==> src/design/usmc_pkg.sv <==
// constants for the uart status and modem control block
package usmc_pkg;
   // ==========================================
   // register byte addresses
   localparam logic [4:0] ADDR_LINE_STATUS = 5'h00;
   localparam logic [4:0] ADDR_MODEM_CTRL = 5'h04;
   localparam logic [4:0] ADDR_MODEM_STATUS = 5'h08;
   localparam logic [4:0] ADDR_INT_ENABLE = 5'h0C;
   localparam logic [4:0] ADDR_ENH_FEATURE = 5'h10;
   localparam logic [4:0] ADDR_HOLDING = 5'h14;
   // ==========================================
   // reset values
   localparam logic [7:0] MODEM_CTRL_RST = 8'h00;
   localparam logic [7:0] INT_ENABLE_RST = 8'h00;
   localparam logic [7:0] ENH_FEATURE_RST = 8'h00;
   // ==========================================
   // line status fields
   localparam int LS_DATA_READY = 0;
   localparam int LS_OVERRUN = 1;
   localparam int LS_HEAD_LO = 2;
   localparam int LS_HEAD_HI = 4;
   localparam int LS_THR_EMPTY = 5;
   localparam int LS_TX_IDLE = 6;
   localparam int LS_FIFO_ERR = 7;
   // ==========================================
   // modem control fields
   localparam int MC_DTR = 0;
   localparam int MC_RTS = 1;
   localparam int MC_FIFO_RDY = 2;
   localparam int MC_INT_DRIVE = 3;
   localparam int MC_LOOPBACK = 4;
   localparam int MC_XON_ANY = 5;
   localparam int MC_CTL_ACCESS = 6;
   localparam int MC_PRESCALE = 7;
   localparam int ENH_LO = 5;
   // ==========================================
   // interrupt enable fields
   localparam int IE_RX = 0;
   localparam int IE_THR = 1;
   localparam int IE_LINE = 2;
   localparam int IE_MODEM = 3;
   localparam int IE_SLEEP = 4;
   localparam int IE_XOFF = 5;
   localparam int IE_RTS = 6;
   localparam int IE_CTS = 7;
   localparam int IE_ENH_LO = 4;
   // ==========================================
   // enhanced feature fields
   localparam int EF_ENABLE = 4;
   localparam int EF_AUTO_RTS = 6;
   // ==========================================
   // modem status fields
   localparam int MS_RI_DELTA = 2;
   localparam int MS_LINE_LO = 4;
   // ==========================================
   // prescaler
   localparam logic [1:0] PRESCALE_LAST = 2'h3;
endpackage

==> src/design/usmc_top.sv <==
// status, modem control and interrupt enable logic of the uart
// Contract
// - data ready reads 1 while the receive fifo holds a character
// - overrun bit sets when an incoming character could not be stored
// - bits 4:2 show break, framing, parity of the next character
// - framing and break flags of received characters reported as given
// - bit 5 shows transmit holding register empty
// - bit 6 shows holding and shift registers both empty
// - bit 7 set while any erroneous character remains in receive fifo
// - line status read keeps fifo pointer; holding read advances it
// - control bits 0 and 1 drive terminal ready and request to send low; loopback holds both high
// - auto request to send makes that output follow flow control
// - control bit 2 enables the fifo ready status register outside loopback
// - control bit 3 lets the interrupt output be driven, else floats
// - control bit 4 loops transmit to receive and control to status
// - loopback status 7:4 equal control 3,2,0,1; deltas track them
// - control bit 5 enables resume on any character
// - control bit 6 opens transmission control and trigger registers while enhanced enable is set
// - control bit 7 selects divide by four of the input clock
// - control 7:5 and enable 7:4 writable only with enhanced enable
// - deltas latch line changes, ring only falling (rising in loopback); cleared on read
// - outside loopback status 7:4 are inverted modem inputs
// - enable bits gate rx, thr, line, modem, xoff, rts, cts sources
// - enable bit 4 sleeps; re-setting bit 1 below threshold raises a thr interrupt
// - enhanced enable bit blocks or permits enhanced field writes
`timescale 1ns/1ps
`default_nettype none
module usmc_top (
   input wire logic clk,
   input wire logic reset,
   input wire logic [4:0] address,
   input wire logic read,
   input wire logic write,
   input wire logic [3:0] byteenable,
   input wire logic [31:0] writedata,
   output logic [31:0] readdata,
   output logic waitrequest,
   input wire logic rx_nonempty,
   input wire logic [2:0] rx_head_flags,
   input wire logic [7:0] rx_head_data,
   input wire logic rx_any_error,
   input wire logic rx_overrun_evt,
   input wire logic rx_trigger,
   output logic rx_pop,
   output logic [7:0] tx_data,
   output logic tx_push,
   input wire logic thr_empty,
   input wire logic tsr_empty,
   input wire logic tx_below_thresh,
   input wire logic tx_serial,
   output logic tx_pin,
   input wire logic rx_pin,
   output logic rx_serial,
   input wire logic cts_n,
   input wire logic dsr_n,
   input wire logic ri_n,
   input wire logic cd_n,
   output logic dtr_n,
   output logic rts_n,
   input wire logic auto_rts_n,
   input wire logic xoff_evt,
   input wire logic rts_evt,
   input wire logic cts_evt,
   output logic int_out,
   output logic int_oe,
   output logic fifo_ready_en,
   output logic ctl_access_en,
   output logic xon_any_en,
   output logic sleep_en,
   output logic auto_rts_en,
   output logic clk_tick
);
   // ==========================================
   // state
   typedef struct packed {
      logic [7:0] modem_control;
      logic [7:0] interrupt_enable;
      logic [7:0] enhanced_feature;
      logic ovr;
      logic [3:0] delta;
      logic [3:0] prev;
      logic thr_pend;
      logic below_prev;
      logic ack;
      logic [7:0] rdata;
      logic [7:0] txd;
      logic [1:0] pre;
      logic irq;
   } usmc_state_s;

   usmc_state_s st_ff;
   usmc_state_s nxt_st;

   logic loop;
   logic [3:0] line_now;
   logic [3:0] chg;
   logic ri_edge;
   logic [7:0] ls_val;
   logic [7:0] ms_val;
   logic [6:0] pend;
   logic done;
   logic wr_ok;
   logic ms_rd;
   logic ls_rd;

   localparam int MS_RI = usmc_pkg::MS_RI_DELTA;

   // ==========================================
   // combinational views
   always_comb begin
      loop = st_ff.modem_control[usmc_pkg::MC_LOOPBACK];
      // status bit order 7:4 is cd, ri, dsr, cts
      if (loop) begin
         line_now = {st_ff.modem_control[usmc_pkg::MC_INT_DRIVE],
                     st_ff.modem_control[usmc_pkg::MC_FIFO_RDY],
                     st_ff.modem_control[usmc_pkg::MC_DTR],
                     st_ff.modem_control[usmc_pkg::MC_RTS]};
      end else begin
         line_now = ~{cd_n, ri_n, dsr_n, cts_n};
      end
      chg = line_now ^ st_ff.prev;
      if (loop) begin
         ri_edge = line_now[2] & ~st_ff.prev[2];
      end else begin
         ri_edge = st_ff.prev[2] & ~line_now[2];
      end
      ls_val = 8'h00;
      ls_val[usmc_pkg::LS_DATA_READY] = rx_nonempty;
      ls_val[usmc_pkg::LS_OVERRUN] = st_ff.ovr;
      ls_val[usmc_pkg::LS_HEAD_HI:usmc_pkg::LS_HEAD_LO] = rx_head_flags;
      ls_val[usmc_pkg::LS_THR_EMPTY] = thr_empty;
      ls_val[usmc_pkg::LS_TX_IDLE] = thr_empty & tsr_empty;
      ls_val[usmc_pkg::LS_FIFO_ERR] = rx_any_error;
      ms_val = {line_now, st_ff.delta};
      pend[0] = st_ff.interrupt_enable[usmc_pkg::IE_RX] & rx_trigger;
      pend[1] = st_ff.interrupt_enable[usmc_pkg::IE_THR] & st_ff.thr_pend;
      pend[2] = st_ff.interrupt_enable[usmc_pkg::IE_LINE] & (st_ff.ovr | rx_any_error);
      pend[3] = st_ff.interrupt_enable[usmc_pkg::IE_MODEM] & (|st_ff.delta);
      pend[4] = st_ff.interrupt_enable[usmc_pkg::IE_XOFF] & xoff_evt;
      pend[5] = st_ff.interrupt_enable[usmc_pkg::IE_RTS] & rts_evt;
      pend[6] = st_ff.interrupt_enable[usmc_pkg::IE_CTS] & cts_evt;
      done = st_ff.ack & (read | write);
      wr_ok = done & write & byteenable[0];
      ms_rd = done & read & (address == usmc_pkg::ADDR_MODEM_STATUS);
      ls_rd = done & read & (address == usmc_pkg::ADDR_LINE_STATUS);
   end

   // ==========================================
   // next state
   always_comb begin
      nxt_st = st_ff;
      // bus: first cycle captures read data, second completes
      nxt_st.ack = (read | write) & ~st_ff.ack;
      if ((read | write) & ~st_ff.ack) begin
         unique case (address)
            usmc_pkg::ADDR_LINE_STATUS: nxt_st.rdata = ls_val;
            usmc_pkg::ADDR_MODEM_CTRL: nxt_st.rdata = st_ff.modem_control;
            usmc_pkg::ADDR_MODEM_STATUS: nxt_st.rdata = ms_val;
            usmc_pkg::ADDR_INT_ENABLE: nxt_st.rdata = st_ff.interrupt_enable;
            usmc_pkg::ADDR_ENH_FEATURE: nxt_st.rdata = st_ff.enhanced_feature;
            usmc_pkg::ADDR_HOLDING: nxt_st.rdata = rx_head_data;
            default: nxt_st.rdata = 8'h00;
         endcase
         if (write & byteenable[0]) begin
            nxt_st.txd = writedata[7:0];
         end
      end
      // register writes
      if (wr_ok) begin
         unique case (address)
            usmc_pkg::ADDR_MODEM_CTRL: begin
               nxt_st.modem_control[usmc_pkg::ENH_LO-1:0] = writedata[usmc_pkg::ENH_LO-1:0];
               if (st_ff.enhanced_feature[usmc_pkg::EF_ENABLE]) begin
                  nxt_st.modem_control[7:usmc_pkg::ENH_LO] = writedata[7:usmc_pkg::ENH_LO];
               end
            end
            usmc_pkg::ADDR_INT_ENABLE: begin
               nxt_st.interrupt_enable[usmc_pkg::IE_ENH_LO-1:0] = writedata[usmc_pkg::IE_ENH_LO-1:0];
               if (st_ff.enhanced_feature[usmc_pkg::EF_ENABLE]) begin
                  nxt_st.interrupt_enable[7:usmc_pkg::IE_ENH_LO] = writedata[7:usmc_pkg::IE_ENH_LO];
               end
            end
            usmc_pkg::ADDR_ENH_FEATURE: nxt_st.enhanced_feature = writedata[7:0];
            default: begin
            end
         endcase
      end
      // fresh thr interrupt on threshold crossing or re-enable
      nxt_st.below_prev = tx_below_thresh;
      if (~tx_below_thresh | (done & write & (address == usmc_pkg::ADDR_HOLDING))) begin
         nxt_st.thr_pend = 1'b0;
      end
      if (tx_below_thresh & ~st_ff.below_prev) begin
         nxt_st.thr_pend = 1'b1;
      end
      if (tx_below_thresh & ~st_ff.interrupt_enable[usmc_pkg::IE_THR] &
          nxt_st.interrupt_enable[usmc_pkg::IE_THR]) begin
         nxt_st.thr_pend = 1'b1;
      end
      // overrun: clears only what the read returned, set wins
      nxt_st.ovr = (st_ff.ovr & ~(ls_rd & st_ff.rdata[usmc_pkg::LS_OVERRUN]))
                   | rx_overrun_evt;
      // modem deltas
      nxt_st.prev = line_now;
      nxt_st.delta = st_ff.delta & ~(ms_rd ? st_ff.rdata[3:0] : 4'h0);
      nxt_st.delta[0] = nxt_st.delta[0] | chg[0];
      nxt_st.delta[1] = nxt_st.delta[1] | chg[1];
      nxt_st.delta[MS_RI] = nxt_st.delta[MS_RI] | ri_edge;
      nxt_st.delta[3] = nxt_st.delta[3] | chg[3];
      // clock prescaler
      if (st_ff.pre == usmc_pkg::PRESCALE_LAST) begin
         nxt_st.pre = 2'h0;
      end else begin
         nxt_st.pre = st_ff.pre + 2'h1;
      end
      nxt_st.irq = |pend;
   end

   // ==========================================
   // registers
   always_ff @(posedge clk or posedge reset) begin
      if (reset) begin
         st_ff <= '0;
         st_ff.modem_control <= usmc_pkg::MODEM_CTRL_RST;
         st_ff.interrupt_enable <= usmc_pkg::INT_ENABLE_RST;
         st_ff.enhanced_feature <= usmc_pkg::ENH_FEATURE_RST;
      end else begin
         st_ff <= nxt_st;
      end
   end

   // ==========================================
   // outputs
   always_comb begin
      waitrequest = (read | write) & ~st_ff.ack;
      readdata = {24'h000000, st_ff.rdata};
      rx_pop = done & read & (address == usmc_pkg::ADDR_HOLDING);
      tx_push = done & write & byteenable[0] & (address == usmc_pkg::ADDR_HOLDING);
      tx_data = st_ff.txd;
      tx_pin = loop ? 1'b1 : tx_serial;
      rx_serial = loop ? tx_serial : rx_pin;
      dtr_n = loop | ~st_ff.modem_control[usmc_pkg::MC_DTR];
      if (st_ff.enhanced_feature[usmc_pkg::EF_AUTO_RTS]) begin
         rts_n = loop | auto_rts_n;
      end else begin
         rts_n = loop | ~st_ff.modem_control[usmc_pkg::MC_RTS];
      end
      int_out = st_ff.irq;
      int_oe = st_ff.modem_control[usmc_pkg::MC_INT_DRIVE];
      fifo_ready_en = st_ff.modem_control[usmc_pkg::MC_FIFO_RDY] & ~loop;
      ctl_access_en = st_ff.enhanced_feature[usmc_pkg::EF_ENABLE] &
                      st_ff.modem_control[usmc_pkg::MC_CTL_ACCESS];
      xon_any_en = st_ff.modem_control[usmc_pkg::MC_XON_ANY];
      sleep_en = st_ff.interrupt_enable[usmc_pkg::IE_SLEEP];
      auto_rts_en = st_ff.enhanced_feature[usmc_pkg::EF_AUTO_RTS];
      if (st_ff.modem_control[usmc_pkg::MC_PRESCALE]) begin
         clk_tick = (st_ff.pre == usmc_pkg::PRESCALE_LAST);
      end else begin
         clk_tick = 1'b1;
      end
   end
endmodule
`default_nettype wire

==> config.mk <==
export PLATFORM = sky130hd
export DESIGN_NAME = usmc_top
export DESIGN_NICKNAME = d
export VERILOG_FILES = /design/src/design/usmc_pkg.sv /design/src/design/usmc_top.sv
export SDC_FILE = /design/constraint.sdc
export NUM_CORES = 1
export LEC_CHECK = 0
export ABC_CLOCK_PERIOD_IN_PS = 1700
export BUFFER_PORTS_ARGS = -buffer_cell sky130_fd_sc_hd__buf_2
export CAP_MARGIN = 10
export CORE_ASPECT_RATIO = 0.6
export CORE_MARGIN = 1.5
export CORE_UTILIZATION = 43
export DETAILED_ROUTE_END_ITERATION = 12
export PLACE_DENSITY = 0.76
export SLEW_MARGIN = 20
export SYNTH_ARGS = -nofsm -noshare
export SYNTH_HDL_FRONTEND = slang
export SYNTH_SLANG_ARGS = --single-unit
==> constraint.sdc <==
create_clock -name clk -period 1.7 [get_ports clk]
set_input_delay 0.34 -clock clk [delete_from_list [all_inputs] [get_ports clk]]
set_output_delay 0.34 -clock clk [all_outputs]
set_load 0.005 [all_outputs]
==> results.py <==
metrics = {
    "critical_path": {
        "required_ns": 1.36,
        "cp-end-kind": "output pin",
        "cp_max_fo": 7,
        "crit_type": "flip-flop to output pin",
        "cp-start-kind": "flip-flop",
        "r2r_slack_ns": 0.10,
        "worst_ep_arrival_time_ns": 1.27,
    },
    "sta": {
        "grt_setup_unrepaired": "false",
        "min_period_over_period_pct": 94.8,
        "slew_headroom_pct": 66.4,
        "final-hold-violation-count": 0,
        "setup_viol": 0,
        "fmax_ghz": 0.621,
        "tns_ns": 0,
        "finClkSkew_ns": 0.00841,
        "fin_crit_ns": 1.61,
        "worst_pin_slew_ns": 0.500,
        "slew_violations": 0,
    },
    "placement": {
        "portBuffers": 76,
        "place_inst": 430,
        "place_congestion": 0.884,
        "place_area_um2": 3420,
        "place_hpwl_mm": 5.96,
    },
    "power": {
        "pwr-share-clk_pct": 39.1,
        "pwr-share-comb_pct": 16.1,
        "switching_power_mw": 0.799,
        "p_leak_nw": 1.79,
        "switching_share_pct": 24.0,
        "cellPowerDensity_nw_per_um2": 917,
        "peakVddDrop_mv": 0.440,
        "p_int_mw": 2.54,
        "p_seq_share_pct": 44.9,
    },
    "routing": {
        "via_per_inst": 5.21,
        "wirelength_mm": 7.59,
        "dr.first_iter.drc_count": 153,
        "vias": 2299,
        "wl_per_cell_um": 17.2,
        "drt-pass1-iter-count": 4,
        "drc": 0,
        "antenna_left": 0,
    },
    "clock_network": {
        "numCtsBuffers": 5,
        "cts_root_buffer": "clkbuf_16",
        "path_clk_slew_ns": 0.07,
        "clockBufferDepth": 2,
        "cts_num_sinks": 55,
        "cts_tree": "built",
        "cts_max_level": 2,
        "clkLatencyLatePin_ns": 0.29,
    },
    "floorplan": {
        "die_y_um": 67.6,
        "rows": 23,
        "fp.dieW_um": 111,
        "initial_core_util_pct": 44.6,
        "pin_count": 128,
        "design.die.area_um2": 7470,
        "core_area_um2": 6710,
    },
    "final_layout": {
        "final_cells": 441,
        "n_antenna_cell": 0,
        "drive_gt1_share_pct": 43.8,
        "area_growth_pct": 21.8,
        "final_area_um2": 3640,
        "fillerInstances": 591,
        "fin_nets": 427,
    },
    "grt": {
        "grt_pass1_wl_mm": 12.2,
        "grt_overflow": 0,
        "grt_max_degree": 38,
        "grt_util_all_layers_pct": 21.7,
        "antenna_found_initial": 0,
        "grt_pass1_vias": 2219,
    },
    "hold_path": {
        "hp-class": "input pin to flip-flop",
    },
    "synth": {
        "synth.distinct_cells": 46,
        "yosysWarnings": 0,
        "async_reset_ff_share_pct": 100,
        "syn_area_per_cell_um2": 11.1,
        "syn_inst": 268,
        "yosysSeqAreaShare_pct": 46.1,
        "synth-edff-count": 0,
        "syn-cell-area_um2": 2990,
        "synth_ff_type": "dfrtp_1",
        "ys_seq_elements": 55,
    },
    "run": {
        "maxCapViolCount": 0,
    },
    "run_status": {
        "outcome": "completed",
    },
}
-- cell families after synthesis --
group,after synthesis,share of synthesized area [%]
other cells,1,0.126
flops,55,46.1
compound gates,42,9.72
xor+xnor,3,0.880
buf+inv,55,12.4
mux,43,17.4
simple gates,68,13.1
fa+ha+maj,1,0.419
-- state kept, by name, indices dropped and copies added, names as in the netlist --
signal       flops
auto_rts_en      1
int_oe           1
int_out          1
loop             1
ls_val           1
ms_val           4
readdata         8
sleep_en         1
st_ff           28
tx_data          8
xon_any_en       1
-- stage by stage --
step / power (mW) / hold WS, ns / worst slack [ns] / util [%]
final: 3.34 / 0.185 / 0.0885 / 54.3
after global routing: 3.48 / 0.182 / 0.00878 / 54.3
after CTS: 3.35 / 0.182 / 0.0398 / 54.0
after detailed placement: 2.05 / 0.271 / -0.0882 / 51.0
after global placement: 2.03 / 0.264 / -0.0567 / 51.0
after floorplan: 1.89 / 0.371 / 0.0171 / -
-- cell usage after synthesis, types with 2 or more instances --
| master | instances | share of area, % |
|---|---|---|
| o21ai_0 | 11 | 1.8 |
| clkbuf_1 | 4 | 0.50 |
| nand2_2 | 2 | 0.42 |
| inv_1 | 8 | 1.0 |
| mux2_2 | 31 | 12 |
| and3_1 | 2 | 0.42 |
| nand4_1 | 2 | 0.42 |
| a2bb2oi_1 | 3 | 0.88 |
| nand3b_1 | 2 | 0.50 |
| o31ai_1 | 3 | 0.75 |
| nor2b_1 | 7 | 1.5 |
| nor3_4 | 2 | 1.1 |
| a31oi_1 | 4 | 0.84 |
| nand2b_1 | 3 | 0.63 |
| nor3_1 | 2 | 0.34 |
| mux2i_1 | 8 | 2.7 |
| a22oi_1 | 9 | 2.3 |
| nor2_1 | 14 | 1.8 |
| a21oi_1 | 3 | 0.50 |
| mux4_2 | 4 | 3.0 |
| buf_4 | 41 | 10 |
| dfrtp_1 | 55 | 46 |
| xnor2_1 | 3 | 0.88 |
| nand3_1 | 4 | 0.67 |
| nand2_1 | 20 | 2.5 |
-- worst paths after layout --
kind | startpoint | to | cells past startpoint
max | st_ff[19] | waitrequest | 3
min | tx_below_thresh | st_ff[20] | 1
max reg2reg | st_ff[19] | sleep_en | 5
min reg2reg | st_ff[20] | st_ff[21] | 1
max in group asynchronous | reset | loop | 4
min in group asynchronous | reset | ls_val[1] | 3
-- timing repair --
| action | in CTS | in global routing |
|---|---|---|
| setup endpoints to repair | 2 | 2 |
| buffers inserted | 0 | 2 |
| gates cloned | 0 | 0 |
| resized for setup | 1 | 1 |
| hold buffers | 1 | 0 |
| hold endpoints to repair | 7 | 0 |
-- cells in the final DEF, fill, tap and decap left out, types with 2 or more instances in the layout --
cell type / netlist / layout
buf_2: 1 / 76
dfrtp_1: 55 / 53
mux2_2: 31 / 31
conb_1: 1 / 24
buf_4: 41 / 23
nand2_1: 20 / 20
nor2_1: 14 / 14
o21ai_0: 11 / 11
a22oi_1: 9 / 9
mux2i_1: 8 / 8
inv_1: 8 / 7
nor2b_1: 7 / 7
clkbuf_16: 0 / 5
a31oi_1: 4 / 4
nand3_1: 4 / 4
mux4_2: 4 / 4
a2bb2oi_1: 3 / 3
o31ai_1: 3 / 3
a21oi_1: 3 / 3
nand2b_1: 3 / 3
xnor2_1: 3 / 3
nor3_4: 2 / 2
nor3_1: 2 / 2
and3_1: 2 / 2
nand3b_1: 2 / 2
nand2_2: 2 / 2
nand4_1: 2 / 2
bufinv_16: 0 / 2
dfrtp_2: 0 / 2
buf_12: 0 / 2
-- power by group through the flow --
stage	clock (mW)	sequential, mW	combinational (mW)
2_1_floorplan	0	1.49	0.393
3_3_place_gp	0	1.52	0.515
3_5_place_dp	0	1.52	0.523
4_1_cts	1.32	1.50	0.529
5_1_grt	1.38	1.51	0.593
6_report	1.30	1.50	0.536
-- layout make-up --
type,count,area (um^2),area share [%]
Tap cell,87,109,2.99
Clock buffer,6,129,3.54
Clock inverter,2,60.1,1.65
Multi-Input combinational cell,181,1330,36.5
Timing Repair Buffer,102,603,16.6
Sequential cell,55,1380,37.9
Inverter,8,30.0,0.825
-- per-layer routing --
metal	routed length (um)	vias up	GRT usage (%)	part of all wire (%)
met5	0	-	0	0
met4	59	0	5.45	0.78
met3	617	7	5.83	8.1
met2	3210	94	32.6	42
met1	3700	1140	31.3	49
li1	-	1058	-	-
-- critical path, stage by stage (launching register included) --
cell	delay, ns
dfrtp_2	0.46
o21bai_1	0.23
inv_1	0.15
buf_2	0.13
No activity file was read; power rests on OpenSTA's default activity.
